===== src/hdl/scss_params.svh =====
`ifndef SCSS_PARAMS_SVH
`define SCSS_PARAMS_SVH

// ****************************************************************
// clock and timing
// ****************************************************************
`define SCSS_SYS_CLK_KHZ 20000
`define SCSS_ONESHOT_NS 500
`define SCSS_ONESHOT_CYC ((`SCSS_ONESHOT_NS * `SCSS_SYS_CLK_KHZ) / 1000000)
`define SCSS_SCLK_HALF_CYC 4

// ****************************************************************
// serial frame
// ****************************************************************
`define SCSS_DATA_BITS 8
`define SCSS_ADDR_BITS 4
`define SCSS_FRAME_BITS 12
`define SCSS_CYC_PER_CODE 4

// ****************************************************************
// register map and fields
// ****************************************************************
`define SCSS_REG_COUNT 7
`define SCSS_REG_FIRST 4'h8
`define SCSS_REG_RESET 8'h00
`define SCSS_ADDR_CUT_DATA 4'h8
`define SCSS_ADDR_CUT_SERVO 4'h9
`define SCSS_ADDR_BOOST 4'hA
`define SCSS_ADDR_MODE 4'hB
`define SCSS_ADDR_GAIN_DATA 4'hC
`define SCSS_ADDR_LVLQ 4'hD
`define SCSS_ADDR_PEAK 4'hE
`define SCSS_MODE_MSB 7
`define SCSS_MODE_LSB 5
`define SCSS_BOOST_DATA_MSB 3
`define SCSS_BOOST_SERVO_MSB 7
`define SCSS_BOOST_SERVO_LSB 4
`define SCSS_WORD5_MSB 4

// ****************************************************************
// pin sampling: {sdi, sclk, en_n, stby_n, gate, srst_n, sel, strobe, zc}
// ****************************************************************
`define SCSS_PIN_COUNT 9
`define SCSS_PIN_IDLE 9'h068

`endif


===== src/hdl/scss_pkg.sv =====
`include "scss_params.svh"

package scss_pkg;
   typedef logic [`SCSS_DATA_BITS-1:0] scss_byte_t;
   typedef logic [`SCSS_ADDR_BITS-1:0] scss_addr_t;
   typedef logic [4:0] scss_word5_t;
   typedef enum {LK_IDLE, LK_SHIFT, LK_RD_WAIT, LK_RD_OUT} scss_link_e;
   typedef enum {HC_IDLE, HC_SETUP, HC_HI, HC_LO, HC_MARK, HC_CLOSE,
      HC_OPEN, HC_SAMP, HC_RHI, HC_RLO, HC_END, HC_END2} scss_host_e;
endpackage


===== src/hdl/scss_if.sv =====
`timescale 1ns/1ps

interface scss_if;
   logic serial_enable_n;
   logic serial_clock;
   logic serial_data_in;
   logic serial_data_out;
   logic serial_data_out_oe_n;
   logic strobe_a;
   logic output_select_pulse;
   logic servo_reset_n;
   logic servo_gate;
   logic standby_n;
   wire serial_data_line;

   // ****************************************************************
   // resolved level of the three-state serial output
   // ****************************************************************
   // released line idles high, as a pulled-up pin would
   assign serial_data_line = serial_data_out_oe_n ? 1'b1 : serial_data_out;

   modport dev (
      input serial_enable_n, serial_clock, serial_data_in, strobe_a,
      input output_select_pulse, servo_reset_n, servo_gate, standby_n,
      output serial_data_out, serial_data_out_oe_n
   );
   modport host (
      output serial_enable_n, serial_clock, serial_data_in, strobe_a,
      output output_select_pulse, servo_reset_n, servo_gate, standby_n,
      input serial_data_line
   );
endinterface


===== src/hdl/scss_device.sv =====
`timescale 1ns/1ps
`include "scss_params.svh"

// Function
// - mode code zero async, else count 4n
// - count both half-cycles of rectified input
// - strobe fall before count ends forces hold
// - successive strobes sample detectors A..D
// - select pulse rise steps output A..D
// - servo reset low clears logic, output reference
// - gate high, standby low fires 500ns reset
// - serial pins honoured only while enable low
// - eight data then four address bits, LSB first
// - host parks data low unclocked to write
// - enable rise after write latches byte
// - seven byte registers drive control words
// - host sends address then unclocked high for read
// - enable rise after read drives bit zero
// - each serial clock rise shifts next bit out
// - data low then enable rise ends read
// - servo gate picks servo or data words
// - async mode tracks while strobe high
// - sync mode starts on falling zero crossing
// - mode field bits 7:5 of address 1011
module scss_device #(
   parameter int ONESHOT_CYC = `SCSS_ONESHOT_CYC
) (
   input wire logic sys_clk_i,
   input wire logic srst_i,
   scss_if.dev link,
   input wire logic zero_cross_i,
   output scss_pkg::scss_byte_t cutoff_word_o,
   output logic [3:0] boost_word_o,
   output scss_pkg::scss_word5_t gain_word_o,
   output scss_pkg::scss_word5_t lvlq_word_o,
   output scss_pkg::scss_word5_t peak_word_o,
   output logic [3:0] track_o,
   output logic [1:0] out_sel_o,
   output logic servo_out_ref_o
);
   import scss_pkg::*;

   localparam int SHOT_W = $clog2(ONESHOT_CYC + 1);

   logic [`SCSS_PIN_COUNT-1:0] pin_raw;
   logic [`SCSS_PIN_COUNT-1:0] pin;
   logic [`SCSS_PIN_COUNT-1:0] pin_d;
   logic sdi, sclk_rise, en_n, en_fall, en_rise;
   logic stby_n, gate, srst_n, sel_rise, strobe, strobe_rise, strobe_fall;
   logic zc_fall, zc_edge;
   scss_link_e state;
   logic [`SCSS_FRAME_BITS-1:0] sr;
   logic [`SCSS_FRAME_BITS-1:0] out_sr;
   logic [3:0] cnt;
   scss_byte_t regs [0:`SCSS_REG_COUNT-1];
   logic [2:0] mode;
   logic [4:0] term;
   logic [SHOT_W-1:0] shot;
   logic auto_d, blk_rst;
   logic [1:0] det;
   logic armed, tracking;
   logic [4:0] cyc;
   logic sel_first;
   scss_byte_t rd_byte;

   if (ONESHOT_CYC < 1) $error("scss_device: ONESHOT_CYC below 1");

   function automatic logic reg_hit(input scss_addr_t a);
      reg_hit = (a >= `SCSS_REG_FIRST) &&
         (a < `SCSS_REG_FIRST + 4'(`SCSS_REG_COUNT));
   endfunction

   function automatic logic [2:0] reg_idx(input scss_addr_t a);
      reg_idx = 3'(a - `SCSS_REG_FIRST);
   endfunction

   function automatic scss_byte_t reg_read(input scss_addr_t a);
      reg_read = reg_hit(a) ? regs[reg_idx(a)] : 8'h00;
   endfunction

   // byte addressed by the shifted address bits, for read-back
   always_comb begin
      rd_byte = reg_read(sr[11:8]);
   end

   // ****************************************************************
   // pin sampling
   // ****************************************************************
   assign pin_raw = {link.serial_data_in, link.serial_clock,
      link.serial_enable_n, link.standby_n, link.servo_gate,
      link.servo_reset_n, link.output_select_pulse, link.strobe_a,
      zero_cross_i};

   scss_sync #(.WIDTH(`SCSS_PIN_COUNT), .IDLE(`SCSS_PIN_IDLE)) u_pin_sync (
      .sys_clk_i(sys_clk_i),
      .srst_i(srst_i),
      .async_i(pin_raw),
      .level_o(pin),
      .prev_o(pin_d)
   );

   assign sdi = pin[8];
   assign en_n = pin[6];
   assign sclk_rise = pin[7] && !pin_d[7] && !en_n;
   assign en_fall = !pin[6] && pin_d[6];
   assign en_rise = pin[6] && !pin_d[6];
   assign stby_n = pin[5];
   assign gate = pin[4];
   assign srst_n = pin[3];
   assign sel_rise = pin[2] && !pin_d[2];
   assign strobe = pin[1];
   assign strobe_rise = pin[1] && !pin_d[1];
   assign strobe_fall = !pin[1] && pin_d[1];
   assign zc_fall = !pin[0] && pin_d[0];
   assign zc_edge = pin[0] != pin_d[0];

   // ****************************************************************
   // serial link
   // ****************************************************************
   always_ff @(posedge sys_clk_i) begin
      if (srst_i) begin
         state <= LK_IDLE;
         sr <= '0;
         out_sr <= '0;
         cnt <= 4'h0;
         link.serial_data_out <= 1'b0;
         link.serial_data_out_oe_n <= 1'b1;
      end else begin
         case (state)
            LK_IDLE: begin
               if (en_fall) begin
                  cnt <= 4'h0;
                  state <= LK_SHIFT;
               end
            end
            LK_SHIFT: begin
               if (sclk_rise && cnt != 4'(`SCSS_FRAME_BITS)) begin
                  sr <= {sdi, sr[`SCSS_FRAME_BITS-1:1]};
                  cnt <= cnt + 4'h1;
               end
               if (en_rise) begin
                  if (sdi && cnt == 4'(`SCSS_ADDR_BITS)) begin
                     out_sr <= {sr[11:8], rd_byte};
                     link.serial_data_out <= rd_byte[0];
                     link.serial_data_out_oe_n <= 1'b0;
                     state <= LK_RD_WAIT;
                  end else begin
                     state <= LK_IDLE;
                  end
               end
            end
            LK_RD_WAIT: begin
               if (en_fall) begin
                  state <= LK_RD_OUT;
               end
            end
            LK_RD_OUT: begin
               if (sclk_rise) begin
                  out_sr <= out_sr >> 1;
                  link.serial_data_out <= out_sr[1];
               end
               if (en_rise) begin
                  link.serial_data_out_oe_n <= 1'b1;
                  state <= LK_IDLE;
               end
            end
            default: state <= LK_IDLE;
         endcase
      end
   end

   // ****************************************************************
   // register file
   // ****************************************************************
   always_ff @(posedge sys_clk_i) begin
      if (srst_i) begin
         for (int i = 0; i < `SCSS_REG_COUNT; i++) begin
            regs[i] <= `SCSS_REG_RESET;
         end
      end else if (state == LK_SHIFT && en_rise && !sdi &&
                   cnt == 4'(`SCSS_FRAME_BITS) && reg_hit(sr[11:8])) begin
         regs[reg_idx(sr[11:8])] <= sr[7:0];
      end
   end

   // ****************************************************************
   // control words, cutoff, boost and gain chosen by servo gate
   // ****************************************************************
   always_ff @(posedge sys_clk_i) begin
      if (srst_i) begin
         cutoff_word_o <= 8'h00;
         boost_word_o <= 4'h0;
         gain_word_o <= 5'h00;
         lvlq_word_o <= 5'h00;
         peak_word_o <= 5'h00;
      end else begin
         cutoff_word_o <= gate ? reg_read(`SCSS_ADDR_CUT_SERVO) :
            reg_read(`SCSS_ADDR_CUT_DATA);
         boost_word_o <= gate ?
            regs[reg_idx(`SCSS_ADDR_BOOST)][`SCSS_BOOST_SERVO_MSB:
                                            `SCSS_BOOST_SERVO_LSB] :
            regs[reg_idx(`SCSS_ADDR_BOOST)][`SCSS_BOOST_DATA_MSB:0];
         gain_word_o <= gate ?
            regs[reg_idx(`SCSS_ADDR_MODE)][`SCSS_WORD5_MSB:0] :
            regs[reg_idx(`SCSS_ADDR_GAIN_DATA)][`SCSS_WORD5_MSB:0];
         lvlq_word_o <= regs[reg_idx(`SCSS_ADDR_LVLQ)][`SCSS_WORD5_MSB:0];
         peak_word_o <= regs[reg_idx(`SCSS_ADDR_PEAK)][`SCSS_WORD5_MSB:0];
      end
   end

   // ****************************************************************
   // servo reset and auto-reset one-shot
   // ****************************************************************
   assign mode =
      regs[reg_idx(`SCSS_ADDR_MODE)][`SCSS_MODE_MSB:`SCSS_MODE_LSB];
   assign term = {mode, 2'b00};
   assign blk_rst = srst_i || !srst_n || shot != '0;

   always_ff @(posedge sys_clk_i) begin
      if (srst_i) begin
         auto_d <= 1'b0;
         shot <= '0;
      end else begin
         auto_d <= gate && !stby_n;
         if (gate && !stby_n && !auto_d) begin
            shot <= SHOT_W'(ONESHOT_CYC);
         end else if (shot != '0) begin
            shot <= shot - SHOT_W'(1);
         end
      end
   end

   // ****************************************************************
   // demodulation sequencer
   // ****************************************************************
   always_ff @(posedge sys_clk_i) begin
      if (blk_rst) begin
         det <= 2'h0;
         armed <= 1'b0;
         tracking <= 1'b0;
         cyc <= 5'h00;
      end else if (strobe_fall) begin
         tracking <= 1'b0;
         armed <= 1'b0;
         det <= det + 2'h1;
      end else if (mode == 3'h0) begin
         tracking <= strobe;
      end else if (strobe_rise) begin
         armed <= 1'b1;
         cyc <= 5'h00;
      end else if (armed && zc_fall) begin
         armed <= 1'b0;
         tracking <= 1'b1;
      end else if (tracking && zc_edge) begin
         cyc <= cyc + 5'h01;
         if (cyc + 5'h01 == term) begin
            tracking <= 1'b0;
         end
      end
   end

   // ****************************************************************
   // output select and servo outputs
   // ****************************************************************
   always_ff @(posedge sys_clk_i) begin
      if (blk_rst) begin
         out_sel_o <= 2'h0;
         sel_first <= 1'b1;
      end else if (sel_rise) begin
         out_sel_o <= sel_first ? 2'h0 : out_sel_o + 2'h1;
         sel_first <= 1'b0;
      end
   end

   always_ff @(posedge sys_clk_i) begin
      if (srst_i) begin
         track_o <= 4'h0;
         servo_out_ref_o <= 1'b1;
      end else begin
         track_o <= tracking ? 4'(4'h1 << det) : 4'h0;
         servo_out_ref_o <= blk_rst;
      end
   end
endmodule


===== src/hdl/scss_sync.sv =====
`timescale 1ns/1ps
`include "scss_params.svh"

module scss_sync #(
   parameter int WIDTH = 1,
   parameter logic [WIDTH-1:0] IDLE = '0
) (
   input wire logic sys_clk_i,
   input wire logic srst_i,
   input wire logic [WIDTH-1:0] async_i,
   output logic [WIDTH-1:0] level_o,
   output logic [WIDTH-1:0] prev_o
);
   logic [WIDTH-1:0] stage1;

   if (WIDTH < 1) $error("scss_sync: WIDTH must be at least 1");

   // ****************************************************************
   // two-flop synchroniser plus one delay stage for edge detection
   // ****************************************************************
   always_ff @(posedge sys_clk_i) begin
      if (srst_i) begin
         stage1 <= IDLE;
         level_o <= IDLE;
         prev_o <= IDLE;
      end else begin
         stage1 <= async_i;
         level_o <= stage1;
         prev_o <= level_o;
      end
   end
endmodule


===== src/flat_wrapper.sv =====
// flat-port wrapper written by rule: the top's interface ports become plain ports
module scss_device_flat import scss_pkg::*;
#(
   parameter int ONESHOT_CYC = `SCSS_ONESHOT_CYC
)
  (sys_clk_i, srst_i, zero_cross_i, cutoff_word_o, boost_word_o, gain_word_o, lvlq_word_o, peak_word_o, track_o, out_sel_o, servo_out_ref_o, link_serial_enable_n, link_serial_clock, link_serial_data_in, link_strobe_a, link_output_select_pulse, link_servo_reset_n, link_servo_gate, link_standby_n, link_serial_data_out, link_serial_data_out_oe_n);
  scss_if link_i ();
  input wire logic sys_clk_i;
  input wire logic srst_i;
  input wire logic zero_cross_i;
  output scss_pkg::scss_byte_t cutoff_word_o;
  output logic [3:0] boost_word_o;
  output scss_pkg::scss_word5_t gain_word_o;
  output scss_pkg::scss_word5_t lvlq_word_o;
  output scss_pkg::scss_word5_t peak_word_o;
  output logic [3:0] track_o;
  output logic [1:0] out_sel_o;
  output logic servo_out_ref_o;
  input wire logic [$bits(link_i.serial_enable_n)-1:0] link_serial_enable_n;
  input wire logic [$bits(link_i.serial_clock)-1:0] link_serial_clock;
  input wire logic [$bits(link_i.serial_data_in)-1:0] link_serial_data_in;
  input wire logic [$bits(link_i.strobe_a)-1:0] link_strobe_a;
  input wire logic [$bits(link_i.output_select_pulse)-1:0] link_output_select_pulse;
  input wire logic [$bits(link_i.servo_reset_n)-1:0] link_servo_reset_n;
  input wire logic [$bits(link_i.servo_gate)-1:0] link_servo_gate;
  input wire logic [$bits(link_i.standby_n)-1:0] link_standby_n;
  output wire logic [$bits(link_i.serial_data_out)-1:0] link_serial_data_out;
  output wire logic [$bits(link_i.serial_data_out_oe_n)-1:0] link_serial_data_out_oe_n;
  assign link_i.serial_enable_n = link_serial_enable_n;
  assign link_i.serial_clock = link_serial_clock;
  assign link_i.serial_data_in = link_serial_data_in;
  assign link_i.strobe_a = link_strobe_a;
  assign link_i.output_select_pulse = link_output_select_pulse;
  assign link_i.servo_reset_n = link_servo_reset_n;
  assign link_i.servo_gate = link_servo_gate;
  assign link_i.standby_n = link_standby_n;
  assign link_serial_data_out = link_i.serial_data_out;
  assign link_serial_data_out_oe_n = link_i.serial_data_out_oe_n;
  scss_device #(.ONESHOT_CYC(ONESHOT_CYC)) u_core (.sys_clk_i(sys_clk_i), .srst_i(srst_i), .link(link_i), .zero_cross_i(zero_cross_i), .cutoff_word_o(cutoff_word_o), .boost_word_o(boost_word_o), .gain_word_o(gain_word_o), .lvlq_word_o(lvlq_word_o), .peak_word_o(peak_word_o), .track_o(track_o), .out_sel_o(out_sel_o), .servo_out_ref_o(servo_out_ref_o));
endmodule

===== config.mk =====
export PLATFORM = sky130hd
export DESIGN_NAME = scss_device_flat
export DESIGN_NICKNAME = d
export VERILOG_FILES = /design/src/hdl/scss_pkg.sv /design/src/hdl/scss_if.sv /design/src/hdl/scss_device.sv /design/src/hdl/scss_sync.sv /design/src/flat_wrapper.sv
export VERILOG_INCLUDE_DIRS = /design/src /design/src/hdl
export SDC_FILE = /design/constraint.sdc
export NUM_CORES = 1
export LEC_CHECK = 0
export BUFFER_PORTS_ARGS = -buffer_cell sky130_fd_sc_hd__buf_4
export CAP_MARGIN = 20
export CORE_ASPECT_RATIO = 0.5
export CORE_MARGIN = 1.5
export CORE_UTILIZATION = 54
export CTS_CLUSTER_DIAMETER = 120
export DETAILED_ROUTE_END_ITERATION = 10
export PLACE_DENSITY = 0.81
export SYNTH_ARGS = -nofsm -noshare
export SYNTH_HDL_FRONTEND = slang
export SYNTH_SLANG_ARGS = --single-unit
export TNS_END_PERCENT = 5

===== constraint.sdc =====
create_clock -name sys_clk_i -period 2 [get_ports sys_clk_i]
set_clock_uncertainty 0.15 [all_clocks]
set_input_delay 0.2 -clock sys_clk_i [delete_from_list [all_inputs] [get_ports sys_clk_i]]
set_output_delay 0.2 -clock sys_clk_i [all_outputs]
set_load 0.01 [all_outputs]

# ---- Yosys cells after proc, flatten, opt, wreduce, memory -nomap -nowiden
# Memory sizes are Yosys's and may differ from the RTL's. A register that Yosys moved wholly into a read port is not among the register bits.
# Cells that the tools add are included.
dict set report totals {
  regBits 127
  mem_bits_rw 56
  in_bits 11
  memories 1
}
dict set report op_classes {
  add_sub_neg 6
  order_cmp 2
  n_eq_ne 18
  shifts 1
  mux 46
  n_bitwise 3
  n_reduce_logical 54
}
# memory words width rd rd_ports_with_merged_regs write_ports line_no
set mem_list {}
lappend mem_list {u_core.regs 7 8 8 2 7 scss_device.sv:55} ;# scss_byte_t regs [0:`SCSS_REG_COUNT-1];
# op n
set ops {}
lappend ops {{$mux W32} 4}
lappend ops {{$pmux W32 S4} 1}
lappend ops {{$eq A32 B2 Y1 const B} 3}
lappend ops {{$mux W12} 3}
lappend ops {{$eq A32 B1 Y1 const B} 1}
lappend ops {{$logic_not A32 Y1} 1}
lappend ops {{$mux W8} 3}
lappend ops {{$pmux W12 S2} 1}
lappend ops {{$mux W4} 5}
lappend ops {{$mux W5} 4}
lappend ops {{$logic_and A1 B1 Y1} 19}
lappend ops {{$mux W1} 19}
lappend ops {{$ne A2 B1 Y1 const B} 8}
lappend ops {{$reduce_and A4 Y1} 4}
lappend ops {{$logic_not A1 Y1} 11}
lappend ops {{$reduce_bool A2 Y1} 5}
lappend ops {{$pmux W4 S2} 1}
lappend ops {{$reduce_or A8 Y1} 1}
lappend ops {{$reduce_and A3 Y1} 2}
lappend ops {{$reduce_bool A3 Y1} 2}
lappend ops {{$reduce_or A2 Y1} 3}
lappend ops {{$add A5 B1 Y5 const B} 1}
lappend ops {{$eq A5 B5 Y1} 1}
lappend ops {{$add A2 B1 Y2 const B} 2}
lappend ops {{19 further kinds} 25}

# ---- Longest topological paths before layout
dict set report depth {
  depth_word 11
  ltp_mapped 7
  mapped_depth_nobuf 6
}

# ---- Hierarchy
# From an unflattened synthesis, not the netlist that was laid out.
dict set report hier_totals {
  hier_cells 595
  area_unflattened_um2 6984.2
}
# module instances cells_each area_each_um2 seq_area_each_um2
set modules_own_cells {}
lappend modules_own_cells {scss_device 1 539 6249.7 3503.4}
lappend modules_own_cells {scss_sync 1 56 734.5 540.5}

# ---- Least setup slack after synthesis
# Ideal clock, no wire load.
dict set report synth_path {
  path_type {reg-to-reg}
  from {reg u_core.cnt[0]}
  to {mem u_core.regs[1][0] (netlist name), enable pin}
  setup_ns 0.387
  arrival_time_ns 1.712
  path_slack_ns -0.249
  path_stages_with_launch 7
  n_path_buf 0
  period_less_slack_ns 2.249
  cell_sequence {dfxtp_1 -> inv_1 -> ha_1 -> and4b_2 -> and3_1 -> nand2_1 -> o31ai_1}
}
# element line_no
set synth_lines {}
lappend synth_lines {{from (decl)} scss_device.sv:54} ;# logic [3:0] cnt;
lappend synth_lines {{from (signal assigned)} scss_device.sv:139} ;# cnt <= cnt + 4'h1;
lappend synth_lines {{to (decl)} scss_device.sv:55}

==> impl_metrics.tcl <==
set metrics [dict create \
    drc_errors 0 \
    max-cap-violations 0 \
    slew_viol_final 0 \
    hold-path-endpoint "u_core.u_pin_sync.level_o[3]" \
    timing.hold.worst_path_depth 1 \
    routed_wire_length_per_instance_microns 17.8 \
    worst_slew_margin_relative_to_its_limit 0.418 \
    setup.worst_path.start_class "flop" \
    dieArea_sq_mm 0.0135 \
    detailed_place_hpwl_mm 10.8 \
    dr_vias_cell 5.60 \
    drt_first_pass_iters 5 \
    final_power_mw 7.18 \
    power-per-cell-area_mw_per_mm2 860 \
    total_leakage_power_nw 3.31 \
    fillerInstances 862 \
    dpl_cell_area_sq_mm 0.00758 \
    postLayoutSetupSlackWorst_ns 0.0152 \
    initial_utilization 0.567 \
    worstSetupEndpointType "flop" \
    antenna_found_initial 0 \
    summed_area_of_non_filler_cells_in_the_final_layout_sq_mm 0.00835 \
    cts_tree "built" \
    chipHeight_microns 82.8 \
    arrival_time_at_the_worst_endpoint_ns 2.09 \
    worstPathCellList "inv_2, ha_4, and4b_2, nand4_1, or2_2, nor2_1" \
    netlist_instances 620 \
    report.final.hold_viol_count 0 \
    drt_iter0_drc 513 \
    route.antenna.remaining_nets 0 \
    synth.area.top_cells "dfxtp_1, edfxtp_1, mux2i_1" \
    cp_slowest_cell "or2_2" \
    layoutNonFillerInstCount 880 \
    syn_avg_cell_area_sq_um 11.1 \
    grt_start_max_net_pins 88 \
    mapped_area_sq_mm 0.00687 \
    number_of_global_route_vias_before_repair 4791 \
    clock-root-buffer "clkbuf_16" \
    gpl.final_weighted_congestion 0.881 \
    htree_levels 4 \
    synth_largest_area_cell "dfxtp_1" \
    synth_warnings 0 \
    cp_max_fo 8 \
    dieWidth_microns 163 \
    gr-total-overflow 0 \
    peakVddDrop_v 0.000578 \
    m1WireLength_mm 6.97 \
    kind_of_critical_path "reg2reg" \
    clock_tree.buffer_depth 2 \
    port_buffers 46 \
    tritoncts.num_buffers 17 \
    detailroute.via_count 4928 \
    final_cell_mix "dfxtp_1, buf_4, nor2_1" \
    met2WireLength_mm 7.29 \
    gr-usage-all-layers 0.244 \
    shortest_clock_period_the_worst_path_allows_after_layout_ns 1.98 \
    reg2reg_depth 6 \
    top_layer_used "met4" \
    yosys.area.top_type_share 0.332 \
    layout_worst_path_cycle_share 0.992 \
    area_growth_syn_to_layout_pct 21.5 \
    core_area_sq_mm 0.0121 \
    clk-insertion-delay-late_ns 0.42 \
    fmaxAchievable_ghz 0.504 \
    timing.rr.start "u_core.cnt[0]" \
    drive_above_1_share 0.214 \
    ys_async_sr_fraction 0 \
    wl_met3_mm 1.12 \
    clk_pin_slew_ns 0.07 \
    finalCoreUtilization 0.689 \
    largest_stage_delay_on_the_critical_path_ns 0.46 \
    min_path_type "reg2reg" \
    cts.sink_count 170 \
    synthFlopType "dfxtp_1" \
    result_of_the_run "finished clean" \
    mostFrequentLayoutCell "dfxtp_1" \
    dp.cells 836 \
    final_net_count 717 \
    synth_sequential_area_ratio 0.577 \
    antennaDiodeCount 0 \
    finalWirelength_mm 15.7 \
    grt_setup_unrepaired "yes" \
    synth_enable_flop_cells 56 \
    r2r-end "u_core.regs[2][2]" \
    boundaryPins 47 \
    setup.reg_to_reg.worst_slack_ns 0.02 \
    worst-endpoint-required_ns 2.11 \
    core.rowCount 28 \
    ys_seq_elements 170 \
    holdCritStartpoint "u_core.u_pin_sync.stage1[3]" \
    grt_pass1_wl_mm 24.3 \
    post-place-ws_ns -0.0418 \
    worst-slew-pin-transition_ns 0.873 \
    setup-violations-final 0 \
    synth_cell_type_count 57 \
]
-- worst max path at each step --
stage,slack [ns],startpoint,end
3_3_place_gp,-0.005,u_core.cnt[0],u_core.regs[3][4]
5_1_grt,-0.04,u_core.cnt[0],u_core.regs[1][2]
2_1_floorplan,-0.20,u_core.cnt[0],u_core.regs[3][0]
3_5_place_dp,-0.04,u_core.cnt[0],u_core.regs[3][0]
4_1_cts,0.01,u_core.cnt[0],u_core.regs[5][7]
6_report,0.02,u_core.cnt[0],u_core.regs[2][2]
-- per-layer routing --
layer,vias to the layer above,global-route usage
met5,-,0
met4,0,0.0862
met3,24,0.0532
met2,179,0.405
met1,2358,0.321
li1,2367,-
-- where the power goes --
part	internal, mW	switching, mW
Combinational	0.127	0.156
Sequential	3.64	0.0431
Clock	1.82	1.40
-- cell usage after synthesis, types with 6 or more instances --
cell and count:
mux2i_1 70, nor3_1 15, buf_2 6, and2_1 18, a32oi_1 8, o21ai_0 10, nor2_1 75, a21oi_1 20
dfxtp_1 114, edfxtp_1 56, o31ai_1 10, nand3_1 10, and3_1 14, xor2_1 6, nor2b_1 31, nand2_1 17
nand2b_1 16, nand4_1 7, or2_2 13, clkbuf_1 23, a22oi_1 16
-- final cells by class --
| cell class | instances | area, sq um | share of cell area |
|---|---|---|---|
| Sequential cell | 170 | 3970 | 0.475 |
| Inverter | 6 | 22.5 | 0.00270 |
| Tap cell | 165 | 206 | 0.0247 |
| Clock buffer | 18 | 450 | 0.0539 |
| Multi-Input combinational cell | 412 | 2790 | 0.334 |
| Clock inverter | 14 | 130 | 0.0156 |
| Timing Repair Buffer | 95 | 781 | 0.0935 |
-- critical path, delay by kind of cell (launching register included) --
kind / cells / cell delay, ns
adder cells (fa/ha/maj): 1 / 0.13
buffers and inverters: 1 / 0.07
flip-flops: 1 / 0.36
AND/OR/NAND/NOR: 4 / 1.12
-- metrics by stage --
step	TNS (ns)	hold WS, ns
2_1_floorplan	-6.50	0.154
3_3_place_gp	-0.0402	0.235
3_5_place_dp	-0.333	0.239
4_1_cts	0	0.264
5_1_grt	-0.400	0.283
6_report	0	0.260
-- cell families (layout without fill, tap and decap cells) --
group / count (synthesis) / after routing / share of synthesized area
AND/OR/NAND/NOR: 240 / 240 / 0.188
adder cells (fa/ha/maj): 4 / 4 / 0.00728
multiplexers: 70 / 70 / 0.102
other: 1 / 8 / 0.000546
flip-flops: 170 / 170 / 0.577
AO/OA/AOI/OAI: 81 / 81 / 0.0845
XOR/XNOR: 9 / 9 / 0.0115
buffers and inverters: 45 / 133 / 0.0300
-- sequential cells by signal (all words and copies together), names as in the netlist, 5 cells and up, named ones only --
register,count
u_core.out_sr,12
u_core.sr,12
u_core.lvlq_word_o,5
u_core.regs,64
u_core.u_pin_sync.prev_o,5
u_core.peak_word_o,5
u_core.u_pin_sync.stage1,9
u_core.cutoff_word_o,8
u_core.cyc,5
u_core.gain_word_o,5
u_core.u_pin_sync.level_o,9
-- timing repair --
action | in CTS | in global routing
gates cloned | 0 | 0
setup buffers | 0 | 3
hold buffers | 9 | 0
pin swaps | 0 | 5
setup endpoints to repair | 13 | 93
gates resized for setup | 2 | 18
endpoints found under the hold margin | 9 | 0
Power figures use the tool's default switching activity.
